[src/pkg/flash_read_pkg.sv]
// Shared constants and types of the serial flash read-command engine.
// Assumes one system clock; all link pins arrive asynchronously.
package flash_read_pkg;

  localparam int ADDR_W = 22;
  localparam int SFDP_DEPTH = 2048;
  localparam int SFDP_AW = 11;

  localparam logic [7:0] OP_ID_A = 8'h9e;
  localparam logic [7:0] OP_ID_B = 8'h9f;
  localparam logic [7:0] OP_READ = 8'h03;
  localparam logic [7:0] OP_FAST = 8'h0b;
  localparam logic [7:0] OP_SFDP = 8'h5a;
  localparam logic [7:0] OP_DUAL_OUT = 8'h3b;
  localparam logic [7:0] OP_DUAL_IO = 8'hbb;
  localparam logic [7:0] OP_RD_VECR = 8'h65;
  localparam logic [7:0] OP_WR_VECR = 8'h61;

  localparam logic [4:0] OPCODE_LAST_BIT = 5'h07;
  localparam logic [4:0] ADDR_LAST_BIT = 5'h17;
  localparam logic [4:0] ADDR_LAST_PAIR = 5'h16;
  localparam logic [3:0] DUMMY_DEFAULT = 4'h8;
  localparam logic [3:0] SFDP_DUMMY = 4'h8;
  localparam logic [3:0] BYTE_BITS = 4'h8;

  localparam logic [4:0] ID_UNIQ_POS = 5'h03;
  localparam logic [4:0] ID_EXT_POS = 5'h04;
  localparam logic [4:0] ID_FACT_POS = 5'h06;
  localparam logic [4:0] ID_LEN = 5'h14;
  localparam logic [7:0] UNIQ_LENGTH = 8'h10;
  localparam logic [7:0] FACT_BLANK = 8'h00;
  localparam logic [7:0] ERASED_BYTE = 8'hff;
  localparam logic [7:0] VECR_RESET = 8'hff;
  localparam int SFDP_WRITTEN = 4;
  localparam logic [31:0] SFDP_HEADER = 32'h53464450;

  typedef enum logic [3:0] {
    CMD_NONE, CMD_ID, CMD_READ, CMD_FAST, CMD_SFDP,
    CMD_DUAL_OUT, CMD_DUAL_IO, CMD_RD_VECR, CMD_WR_VECR
  } cmd_type;

  typedef enum logic [2:0] {
    PH_OPCODE, PH_ADDR, PH_DUMMY, PH_DATA, PH_WRITE, PH_IGNORE
  } phase_type;

  typedef struct packed {
    logic sclk;
    logic chipSelN;
    logic dataLineZeroIn;
    logic dataLineOneIn;
  } pin_in_type;

  typedef struct packed {
    logic dataLineZeroOut;
    logic dataLineZeroOe;
    logic dataLineOneOut;
    logic dataLineOneOe;
  } pin_out_type;

  typedef struct packed {
    pin_in_type s1;
    pin_in_type s2;
    pin_in_type s3;
  } sync_state_type;

  typedef struct packed {
    phase_type phase;
    cmd_type cmd;
    logic [23:0] shiftIn;
    logic [4:0] bitCnt;
    logic [3:0] dummyCnt;
    logic [7:0] outByte;
    logic [3:0] outBits;
    logic [ADDR_W-1:0] addr;
    logic [4:0] idIdx;
    logic [7:0] vecr;
    logic arrayRdEn;
    pin_out_type pins;
  } ctrl_type;

  localparam pin_in_type PIN_IDLE = '{sclk: 1'b0, chipSelN: 1'b1,
    dataLineZeroIn: 1'b0, dataLineOneIn: 1'b0};

  localparam ctrl_type CTRL_RESET = '{phase: PH_OPCODE, cmd: CMD_NONE,
    shiftIn: 24'h0, bitCnt: 5'h00, dummyCnt: 4'h0, outByte: 8'h00,
    outBits: 4'h0, addr: '0, idIdx: 5'h00, vecr: VECR_RESET,
    arrayRdEn: 1'b0, pins: 4'h0};

endpackage

[src/spi_pin_sync.sv]
// Two-stage synchroniser for the link pins plus one history stage.
// Assumes pins are asynchronous to clk_sys; edges come from stages 2/3.
`timescale 1ns/1ps
`default_nettype none
module spi_pin_sync import flash_read_pkg::*; (
  input wire logic clk_sys,
  input wire logic reset,
  input wire pin_in_type pinsRaw,
  output var pin_in_type pinsSync,
  output var pin_in_type pinsPrev
);
  sync_state_type st_ff;
  sync_state_type nxt_st;

  // Stage one feeds stage two only, to keep metastability contained
  always_comb begin
    nxt_st.s1 = pinsRaw;
    nxt_st.s2 = st_ff.s1;
    nxt_st.s3 = st_ff.s2;
  end

  always_ff @(posedge clk_sys) begin
    if (reset) begin
      st_ff <= '{s1: PIN_IDLE, s2: PIN_IDLE, s3: PIN_IDLE};
    end else begin
      st_ff <= nxt_st;
    end
  end

  assign pinsSync = st_ff.s2;
  assign pinsPrev = st_ff.s3;
endmodule
`default_nettype wire

[src/discovery_rom.sv]
// Read-only discovery-parameter area with a registered read port.
// Assumes the address is held stable for at least one clock before use.
`timescale 1ns/1ps
`default_nettype none
module discovery_rom import flash_read_pkg::*; #(
  parameter int DEPTH = SFDP_DEPTH
) (
  input wire logic clk_sys,
  input wire logic reset,
  input wire logic [SFDP_AW-1:0] addr,
  output var logic [7:0] rdData
);
  logic [7:0] rdData_ff;
  logic [7:0] nxt_rdData;

  // No write port exists, so nothing can alter the area
  always_comb begin
    nxt_rdData = ERASED_BYTE; // RULE17
    if (int'(addr) < SFDP_WRITTEN && int'(addr) < DEPTH) begin
      nxt_rdData = SFDP_HEADER[8*(SFDP_WRITTEN-1-int'(addr)) +: 8];
    end
  end

  always_ff @(posedge clk_sys) begin
    if (reset) begin
      rdData_ff <= ERASED_BYTE;
    end else begin
      rdData_ff <= nxt_rdData;
    end
  end

  assign rdData = rdData_ff;
endmodule
`default_nettype wire

[src/flash_read_engine.sv]
// Read-command decoder and serial data-out sequencer of a serial flash.
// Assumes link clock period of at least eight clk_sys cycles and an array
// that returns arrayData one clock after arrayAddr changes.
`timescale 1ns/1ps
`default_nettype none
// What this block does
// RULE1: 65h reads enhanced config, no address, endless
// RULE2: 61h writes enhanced config with one byte
// RULE3: ID: maker byte, two device bytes, 17 unique
// RULE4: Unique block starts 10h, two extended, fourteen factory
// RULE5: Unrequested factory data bytes read 00h
// RULE6: Ignore identification while erase or program
// RULE7: ID bytes out single line, falling edges
// RULE8: Chip select high ends identification, standby
// RULE9: Plain read: opcode, 3 address bytes, no dummy
// RULE10: Single reads advance address, wrap to zero
// RULE11: Top two address bits ignored
// RULE12: Reject array reads while modify cycle runs
// RULE13: Fast read: address then dummy byte
// RULE14: Fast read dummy count set by user
// RULE15: 5Ah: address, eight dummies, discovery bytes out
// RULE16: 2048-byte discovery area, never writable
// RULE17: Unwritten discovery bytes read FFh
// RULE18: Chip select high ends discovery read
// RULE19: Dual output: two bits per falling edge
// RULE20: Dual output advances address, wraps to zero
// RULE21: Dual I/O: address two bits per edge
// RULE22: 0Bh is single fast read, 8 dummies
// RULE23: 3Bh is dual output read, 8 dummies
// RULE24: BBh is dual I/O read, 8 dummies
// RULE25: Everything travels most significant bit first
module flash_read_engine import flash_read_pkg::*; #(
  parameter logic [7:0] MFR_CODE = 8'h5c,   // Arbitrary value
  parameter logic [7:0] MEM_TYPE = 8'h3e,   // Arbitrary value
  parameter logic [7:0] MEM_CAPACITY = 8'h7d, // Arbitrary value
  parameter logic [15:0] EXT_ID = 16'h0000  // Arbitrary value
) (
  input wire logic clk_sys,
  input wire logic reset,
  input wire pin_in_type pinsIn,
  input wire logic modifyBusy,
  input wire logic [3:0] fastDummyCycles,
  input wire logic [7:0] arrayData,
  output var pin_out_type pinsOut,
  output var logic [ADDR_W-1:0] arrayAddr,
  output var logic arrayRdEn,
  output var logic [7:0] enhConfig
);
  ctrl_type st_ff;
  ctrl_type nxt_st;
  pin_in_type pinSync;
  pin_in_type pinPrev;
  logic [7:0] sfdpData;
  logic selected;
  logic sclkRise;
  logic sclkFall;
  logic din;
  logic [7:0] opNow;
  logic isDual;
  logic dualIoAddr;
  logic [3:0] dummyNeed;
  logic [23:0] addrShift;
  logic addrDone;
  logic loadByte;
  logic [7:0] srcByte;

  spi_pin_sync u_sync (
    .clk_sys(clk_sys),
    .reset(reset),
    .pinsRaw(pinsIn),
    .pinsSync(pinSync),
    .pinsPrev(pinPrev)
  );

  discovery_rom #(.DEPTH(SFDP_DEPTH)) u_rom ( // RULE16
    .clk_sys(clk_sys),
    .reset(reset),
    .addr(st_ff.addr[SFDP_AW-1:0]),
    .rdData(sfdpData)
  );

  function automatic logic arrayCmd(input cmd_type c);
    return c inside {CMD_READ, CMD_FAST, CMD_DUAL_OUT, CMD_DUAL_IO};
  endfunction

  function automatic logic [7:0] idByte(input logic [4:0] idx);
    logic [7:0] b;
    b = FACT_BLANK;
    case (idx)
      5'h00: b = MFR_CODE; // RULE3
      5'h01: b = MEM_TYPE;
      5'h02: b = MEM_CAPACITY;
      ID_UNIQ_POS: b = UNIQ_LENGTH; // RULE4
      ID_EXT_POS: b = EXT_ID[15:8];
      5'h05: b = EXT_ID[7:0];
      default: b = FACT_BLANK; // RULE5
    endcase
    return b;
  endfunction

  assign selected = !pinSync.chipSelN;
  assign sclkRise = pinSync.sclk && !pinPrev.sclk;
  assign sclkFall = !pinSync.sclk && pinPrev.sclk;
  assign din = pinSync.dataLineZeroIn;
  assign opNow = {st_ff.shiftIn[6:0], din}; // RULE25
  assign isDual = st_ff.cmd inside {CMD_DUAL_OUT, CMD_DUAL_IO};
  assign dualIoAddr = st_ff.cmd == CMD_DUAL_IO;
  // Zero on the dummy input means the default count
  assign dummyNeed = (st_ff.cmd == CMD_SFDP) ? SFDP_DUMMY : // RULE15
    ((fastDummyCycles == 4'h0) ? DUMMY_DEFAULT : fastDummyCycles); // RULE14
  assign addrShift = dualIoAddr ? // RULE21
    {st_ff.shiftIn[21:0], pinSync.dataLineOneIn, din} :
    {st_ff.shiftIn[22:0], din};
  assign addrDone = dualIoAddr ? (st_ff.bitCnt == ADDR_LAST_PAIR) :
    (st_ff.bitCnt == ADDR_LAST_BIT);
  assign loadByte = sclkFall && selected && st_ff.phase == PH_DATA &&
    st_ff.outBits == 4'h0;

  always_comb begin
    srcByte = FACT_BLANK;
    case (st_ff.cmd)
      CMD_ID: srcByte = idByte(st_ff.idIdx);
      CMD_SFDP: srcByte = sfdpData;
      CMD_RD_VECR: srcByte = st_ff.vecr; // RULE1
      CMD_READ, CMD_FAST, CMD_DUAL_OUT, CMD_DUAL_IO: srcByte = arrayData;
      default: srcByte = FACT_BLANK;
    endcase
  end

  always_comb begin
    cmd_type c;
    logic [7:0] b;
    c = CMD_NONE;
    b = 8'h00;
    nxt_st = st_ff;
    if (!selected) begin
      // Deselect ends any command and releases the data lines
      nxt_st.phase = PH_OPCODE; // RULE8 RULE18
      nxt_st.cmd = CMD_NONE;
      nxt_st.bitCnt = 5'h00;
      nxt_st.outBits = 4'h0;
      nxt_st.pins = 4'h0;
    end else if (sclkRise) begin
      case (st_ff.phase)
        PH_OPCODE: begin
          nxt_st.shiftIn = {st_ff.shiftIn[22:0], din};
          nxt_st.bitCnt = st_ff.bitCnt + 5'h01;
          if (st_ff.bitCnt == OPCODE_LAST_BIT) begin
            case (opNow)
              OP_ID_A, OP_ID_B: c = CMD_ID;
              OP_READ: c = CMD_READ; // RULE9
              OP_FAST: c = CMD_FAST; // RULE22
              OP_SFDP: c = CMD_SFDP; // RULE15
              OP_DUAL_OUT: c = CMD_DUAL_OUT; // RULE23
              OP_DUAL_IO: c = CMD_DUAL_IO; // RULE24
              OP_RD_VECR: c = CMD_RD_VECR; // RULE1
              OP_WR_VECR: c = CMD_WR_VECR; // RULE2
              default: c = CMD_NONE;
            endcase
            nxt_st.cmd = c;
            nxt_st.bitCnt = 5'h00;
            nxt_st.idIdx = 5'h00;
            nxt_st.outBits = 4'h0;
            // A busy modify cycle sees nothing of these commands
            if (c == CMD_NONE ||
                (modifyBusy && (c == CMD_ID || arrayCmd(c)))) begin
              nxt_st.phase = PH_IGNORE; // RULE6 RULE12
            end else if (c == CMD_ID || c == CMD_RD_VECR) begin
              nxt_st.phase = PH_DATA;
            end else if (c == CMD_WR_VECR) begin
              nxt_st.phase = PH_WRITE;
            end else begin
              nxt_st.phase = PH_ADDR;
            end
          end
        end
        PH_ADDR: begin
          nxt_st.shiftIn = addrShift;
          nxt_st.bitCnt = st_ff.bitCnt + (dualIoAddr ? 5'h02 : 5'h01);
          if (addrDone) begin
            nxt_st.addr = addrShift[ADDR_W-1:0]; // RULE11
            nxt_st.bitCnt = 5'h00;
            nxt_st.dummyCnt = 4'h0;
            nxt_st.phase = (st_ff.cmd == CMD_READ) ? PH_DATA : // RULE9
              PH_DUMMY; // RULE13
          end
        end
        PH_DUMMY: begin
          nxt_st.dummyCnt = st_ff.dummyCnt + 4'h1;
          if (st_ff.dummyCnt == dummyNeed - 4'h1) begin
            nxt_st.phase = PH_DATA; // RULE14
          end
        end
        PH_WRITE: begin
          nxt_st.shiftIn = {st_ff.shiftIn[22:0], din};
          nxt_st.bitCnt = st_ff.bitCnt + 5'h01;
          if (st_ff.bitCnt == OPCODE_LAST_BIT) begin
            // Bits beyond the first byte are dropped
            nxt_st.vecr = opNow; // RULE2
            nxt_st.phase = PH_IGNORE;
          end
        end
        default: nxt_st.phase = st_ff.phase;
      endcase
    end else if (sclkFall && st_ff.phase == PH_DATA) begin
      b = (st_ff.outBits == 4'h0) ? srcByte : st_ff.outByte;
      nxt_st.pins.dataLineOneOut = b[7]; // RULE7 RULE25
      nxt_st.pins.dataLineOneOe = 1'b1;
      nxt_st.pins.dataLineZeroOut = isDual && b[6]; // RULE19
      nxt_st.pins.dataLineZeroOe = isDual;
      nxt_st.outByte = isDual ? {b[5:0], 2'b00} : {b[6:0], 1'b0};
      nxt_st.outBits = ((st_ff.outBits == 4'h0) ? BYTE_BITS : st_ff.outBits)
        - (isDual ? 4'h2 : 4'h1);
      if (loadByte) begin
        if (st_ff.cmd == CMD_ID) begin
          if (st_ff.idIdx != ID_LEN) begin
            nxt_st.idIdx = st_ff.idIdx + 5'h01;
          end
        end else if (arrayCmd(st_ff.cmd) || st_ff.cmd == CMD_SFDP) begin
          // Natural overflow wraps to address zero
          nxt_st.addr = st_ff.addr + 1'b1; // RULE10 RULE20
        end
      end
    end
    nxt_st.arrayRdEn = nxt_st.phase == PH_DATA && arrayCmd(nxt_st.cmd);
  end

  always_ff @(posedge clk_sys) begin
    if (reset) begin
      st_ff <= CTRL_RESET;
    end else begin
      st_ff <= nxt_st;
    end
  end

  assign pinsOut = st_ff.pins;
  assign arrayAddr = st_ff.addr;
  assign arrayRdEn = st_ff.arrayRdEn;
  assign enhConfig = st_ff.vecr;
endmodule
`default_nettype wire

[config.mk]
export PLATFORM = sky130hd
export DESIGN_NAME = flash_read_engine
export DESIGN_NICKNAME = d
export VERILOG_FILES = /design/src/pkg/flash_read_pkg.sv /design/src/spi_pin_sync.sv /design/src/discovery_rom.sv /design/src/flash_read_engine.sv
export SDC_FILE = /design/constraint.sdc
export NUM_CORES = 1
export LEC_CHECK = 0
export ABC_AREA = 1
export BUFFER_PORTS_ARGS = -buffer_cell sky130_fd_sc_hd__clkbuf_2
export CAP_MARGIN = 25
export CORE_UTILIZATION = 60
export DETAILED_ROUTE_END_ITERATION = 12
export PLACE_DENSITY = 0.78
export RECOVER_POWER = 100
export SYNTH_ARGS = -nofsm -noshare
export SYNTH_HDL_FRONTEND = slang
export SYNTH_HIERARCHICAL = 1
export SYNTH_SLANG_ARGS = --single-unit
[constraint.sdc]
create_clock -name clk_sys -period 3.8 [get_ports clk_sys]
set_input_delay 0.76 -clock clk_sys [delete_from_list [all_inputs] [get_ports clk_sys]]
set_output_delay 0.76 -clock clk_sys [all_outputs]
set_load 0.03 [all_outputs]
[After elaboration in Yosys (flattened, before gate mapping)]
Cells that the tools add are included.
Storage, ports and cells
  register bits after elaboration: 109
  latch bits: 0
  memory bits (writable): 0
  bits in read-only memories: 0
  input port bits: 19
  output and inout bits: 35
  logic and storage cells: 174
  memories: 0
Cells by class
  add/subtract/negate cells: 8
  multipliers: 0
  div/mod/pow operators: 0
  order comparisons: 1
  equality and inequality tests: 46
  shifts and indexed selects: 1
  muxes and demuxes: 45
  bitwise gates (word level): 3
  reduce and logical (&&, ||, !) cells: 45
Operator list (number)
  2-to-1 mux 22 bit: 4
  one-hot mux 29 bit (3 select lines): 1
  2-to-1 mux 31 bit: 2
  2-to-1 mux 4 bit: 10
  2-to-1 mux 40 bit: 1
  equality test 4 x 3 -> 1 bit, second input constant: 9
  one-hot mux 4 bit (8 select lines): 1
  one-hot mux 8 bit (4 select lines): 1
  indexed part select 32 x 32 -> 8 bit, first input constant: 1
  one-hot mux 7 bit (4 select lines): 1
  2-to-1 mux 27 bit: 1
  2-to-1 mux 5 bit: 5
  equality test 4 x 2 -> 1 bit, second input constant: 6
  equality test 8 x 7 -> 1 bit, second input constant: 3
  equality test 8 bit, second input constant: 3
  2-to-1 mux 24 bit: 1
  adder 22 x 1 -> 22 bit, second input constant: 1
  2-to-1 mux 3 bit: 6
  2-to-1 mux 8 bit: 2
  2-to-1 mux 7 bit: 2
  AND reduction 7 bit: 2
  nonzero test 2 bit: 7
  logical NOT 4 bit: 3
  one-hot mux 3 bit (4 select lines): 1
  40 further kinds: 75

[Longest topological paths before layout]
  depth in word-level cells: 20
  gate-level depth with buffers: 17
  depth with buffers taken out: 17

[Cells and area by module]
The synthesis kept the hierarchy.
By module, submodules not included
  flash_read_engine: instances 1, cells an instance 960, area each 6018.3 um^2, seq. area each 1761.7 um^2
  spi_pin_sync: instances 1, cells an instance 42, area each 375.4 um^2, seq. area each 240.2 um^2
  discovery_rom: instances 1, cells an instance 37, area each 276.5 um^2, seq. area each 120.1 um^2

[Worst setup path after synthesis]
Ideal clock, no wire load.
  kind: reg-to-reg
  start: reg st_ff[87] in the netlist's numbering
  end: reg st_ff (netlist bit arrayAddr[7])
  setup time: 0.132 ns
  data arrival time: 2.086 ns
  required time: 3.668 ns
  setup slack: 1.582 ns
  cell stages (with the launch flop): 15
  path buffers: 4
  clock period less this slack: 2.218 ns
  cells stage by stage: dfxtp_1 > inv_1 > nor2_4 > nand2_1 > buf_2 > buf_2 > ha_1 > nor2_1 > nand2_1 > o21ai_0 > nand3_2 > buf_6 > buf_6 > o21ai_1 > a21oi_1
On the way
  word-level cells in the longest chain between the ends: 5
  elaborated cells on any way between the ends: 17
  classes of those cells: eq/ne (8); mux (5); reduce/logical (4)
RTL lines
  start, declared: line flash_read_engine.sv:49  | ctrl_type st_ff;
  start signal, assigned: line flash_read_engine.sv:232  | st_ff <= nxt_st;
  equality test 4 x 2 -> 1 bit, or another cell as far along: line flash_read_engine.sv:83  | return c inside {CMD_READ, CMD_FAST, CMD_DUAL_OUT, CMD_DUAL_IO};
  nonzero test 4 bit or 2-to-1 mux 24 bit (tied branches): line flash_read_engine.sv:83, flash_read_engine.sv:111
  logical OR 1 bit or 2-to-1 mux 22 bit (tied branches): line flash_read_engine.sv:219, flash_read_engine.sv:180
  nonzero test 2 bit (no source line) or 2-to-1 mux 22 bit (tied branches)
  AND reduction 7 bit (no source line) or 2-to-1 mux 31 bit (tied branches)
Parallel ways exist; a longest one is shown, timed or not. The select of a mux whose other input is x is not followed.
A chain may end at the register's enable or synchronous reset.

[Worst setup path in the final report]
  start: reg st_ff[89] in the netlist's numbering
  end: reg st_ff (netlist bit opNow[4])
On the way
  word-level cells in the longest chain between the ends: 3
  elaborated cells on any way between the ends: 6
  classes of those cells: eq/ne (2); mux (1); reduce/logical (3)
RTL lines
  equality test 3 bit, or another cell as far along: line flash_read_engine.sv:144  | case (st_ff.phase)
  nonzero test 3 bit (no source line)
  AND reduction 3 bit (no source line)
Parallel ways exist; a longest one is shown, timed or not.

==> out/summary.txt <==
status: complete, no violations
post-CTS resize count: 0
RSZ-0062 raised after global routing: no
Clock Power Share: 39.8%
die width: 107 um
initial antenna violation count: 0
nets@finish: 1060
Cell Count, Final, Fillers Out: 1167
syn avg cell area: 6.40 um^2
Worst R2R Start: st_ff[89]
Pwr Density: 290 nW/um^2
CTS buffer count: 9
first-pass GRT wire length: 25.9 mm
gpl congestion: 0.927
Std-Cell Rows: 37
CTS max path bufs: 2
die height: 107 um
worst-case clock skew: 0.0173 ns
clk_lat worst skew: 0.40 ns
Iter 0 DRT Violations: 530
clk slew on worst S/H paths: 0.11 ns
DRT antenna net count: 0
Switch Pwr: 467 uW
leak pwr: 0.00293 uW
vias: 6334
Reg-to-Reg End: opNow[4]
via/cell ratio: 5.43
Worst-Margin Slew: 1.27 ns
worst hold stages: 2
R2R depth: 11
min Tclk post-route: 2.95 ns
routed len/inst: 13.3 um
Port Buffers: 53
CTS tree: built
peak supply drop: 0.252 mV
P_int: 1490 uW
Final HPWL DP: 11.2 mm
Worst Path Max Fanout: 40
Area Overhead vs Synth: 2.39%
Hold Path Origin: u_sync/nxt_st[7]
part of the power in registers: 55.9%
critical path startpoint category: flop
Residual DRC: 0
Pre-antenna DRT Iters: 5
I/O pin cnt: 54
combinational share of power: 4.3%
ratio of cells with drive above 1 in the final layout: 6.21%
Final Core Density: 64.5%
Starting Density: 63.0%
Tcrit/Tclk final: 77.6%
dpl cells: 1151
# diodes: 0
Fin. Hold Viols: 0
Setup TNS: 0 ns
Max Slew Vio Count: 0
HP Class: reg -> reg
hold buffer count at CTS: 0
Sink Count: 103
Critical Path End Type: flop
YS warnings: 6
CTS root buf: clkbuf_8
Crit Path Class: reg -> reg
fmax: 0.339 GHz
R2R setup slack: 0.85 ns
Final Setup Violations: 0
syn_nets: 1064
wirelength, routed: 15.6 mm
switching share of power: 23.8%
die area: 11400 um^2
Post-Synthesis Cells: 1030
Worst Path Required: 4.05 ns
vias in the first global route: 5633
maxcap violations: 0
arrival time at the worst endpoint: 3.20 ns
Hold Path Sink: u_sync/pinsSync[3]
pin count of the biggest net entering global routing: 57
H-tree levels: 3
slew margin rel.: 15.0%
synthesized area: 6590 um^2
gr usage total: 28.3%
Floorplan Core Area: 10500 um^2
total setup buffers inserted after CTS: 0
grt ovf: 0
-- registers in the layout, indices dropped and copies added (netlist names), 4 cells and up --
signal	cells
arrayAddr	22
st_ff	46
u_sync/nxt_st	4
u_rom/rdData	6
enhConfig	8
pinsOut	4
opNow	7
u_sync/pinsSync	4
-- area by class of cell --
cell class	instances	area, um^2
Fill cell	1046	3720
Multi-Input combinational cell	731	3560
Sequential cell	103	2060
Inverter	120	452
Timing Repair Buffer	61	278
Tap cell	136	170
Clock buffer	9	124
Clock inverter	7	101
-- routing by layer --
metal / up-vias / share of wire (%) / global-route usage (%)
li1: 3283 / - / -
met1: 2844 / 46 / 36.0
met2: 186 / 47 / 48.9
met3: 21 / 5.2 / 4.13
met4: 0 / 1.8 / 9.49
met5: - / 0 / 0
-- how the worst max path moves through the flow --
stage | startpoint | end | slack [ns] | depth (start not counted)
floorplan | st_ff[87] | arrayAddr[7] | 1.58 | 14
global placement | st_ff[90] | opNow[2] | 1.44 | 10
detailed placement | st_ff[89] | st_ff[74] | 1.38 | 10
CTS | st_ff[89] | st_ff[74] | 1.35 | 10
global route | st_ff[89] | st_ff[70] | 0.53 | 10
finish | st_ff[89] | opNow[4] | 0.85 | 11
-- power by group through the flow --
stage                     combinational [uW]  sequential (uW)  clock (uW)
after floorplan                         63.3             1120           0
after global placement                  82.6             1120           0
after detailed placement                83.7             1120           0
after CTS                               84.1             1090         797
after global routing                    93.9             1100         838
final                                   83.6             1090         779
-- stage by stage --
step,setup WS [ns],hold slack [ns],power [uW],instance area (um^2)
after CTS,1.35,0.394,1970,6820
final,0.853,0.392,1960,6750
after global placement,1.44,0.392,1200,6600
after detailed placement,1.38,0.393,1200,6600
after floorplan,1.58,0.386,1180,6590
after global routing,0.530,0.437,2030,6750
-- layout by cell type, fill, tap and decap left out, types with 2 or more instances in the layout --
master / instances
o21ai_1: 2
or2_2: 5
nand2_1: 282
o21a_1: 2
buf_4: 7
inv_6: 3
nor2_2: 2
xnor2_1: 3
nand3b_1: 5
nand2_2: 2
a221oi_1: 16
o211ai_1: 13
nor3_1: 10
nor3b_1: 2
o2111ai_1: 2
clkbuf_2: 18
clkinvlp_4: 2
fa_1: 2
nand4_1: 10
nand3_1: 62
ha_1: 13
clkbuf_8: 9
inv_1: 115
bufinv_16: 2
a21oi_1: 84
a22oi_1: 3
inv_2: 3
dfxtp_1: 103
xor2_1: 13
clkbuf_1: 36
nor2_1: 125
nor2_4: 3
o21ai_0: 58
-- worst max-delay path: stages, from the launching register on --
cell and delay [ns]:
dfxtp_1 0.35, inv_1 0.10, nor3_1 0.06, buf_4 0.21
inv_2 0.35, nand2_1 0.10, nand2_1 0.19, clkinv_2 0.16
nand2_1 0.91, a21oi_1 0.10, a22oi_1 0.20, nor2_1 0.06
(Power assumes the default switching activity.)
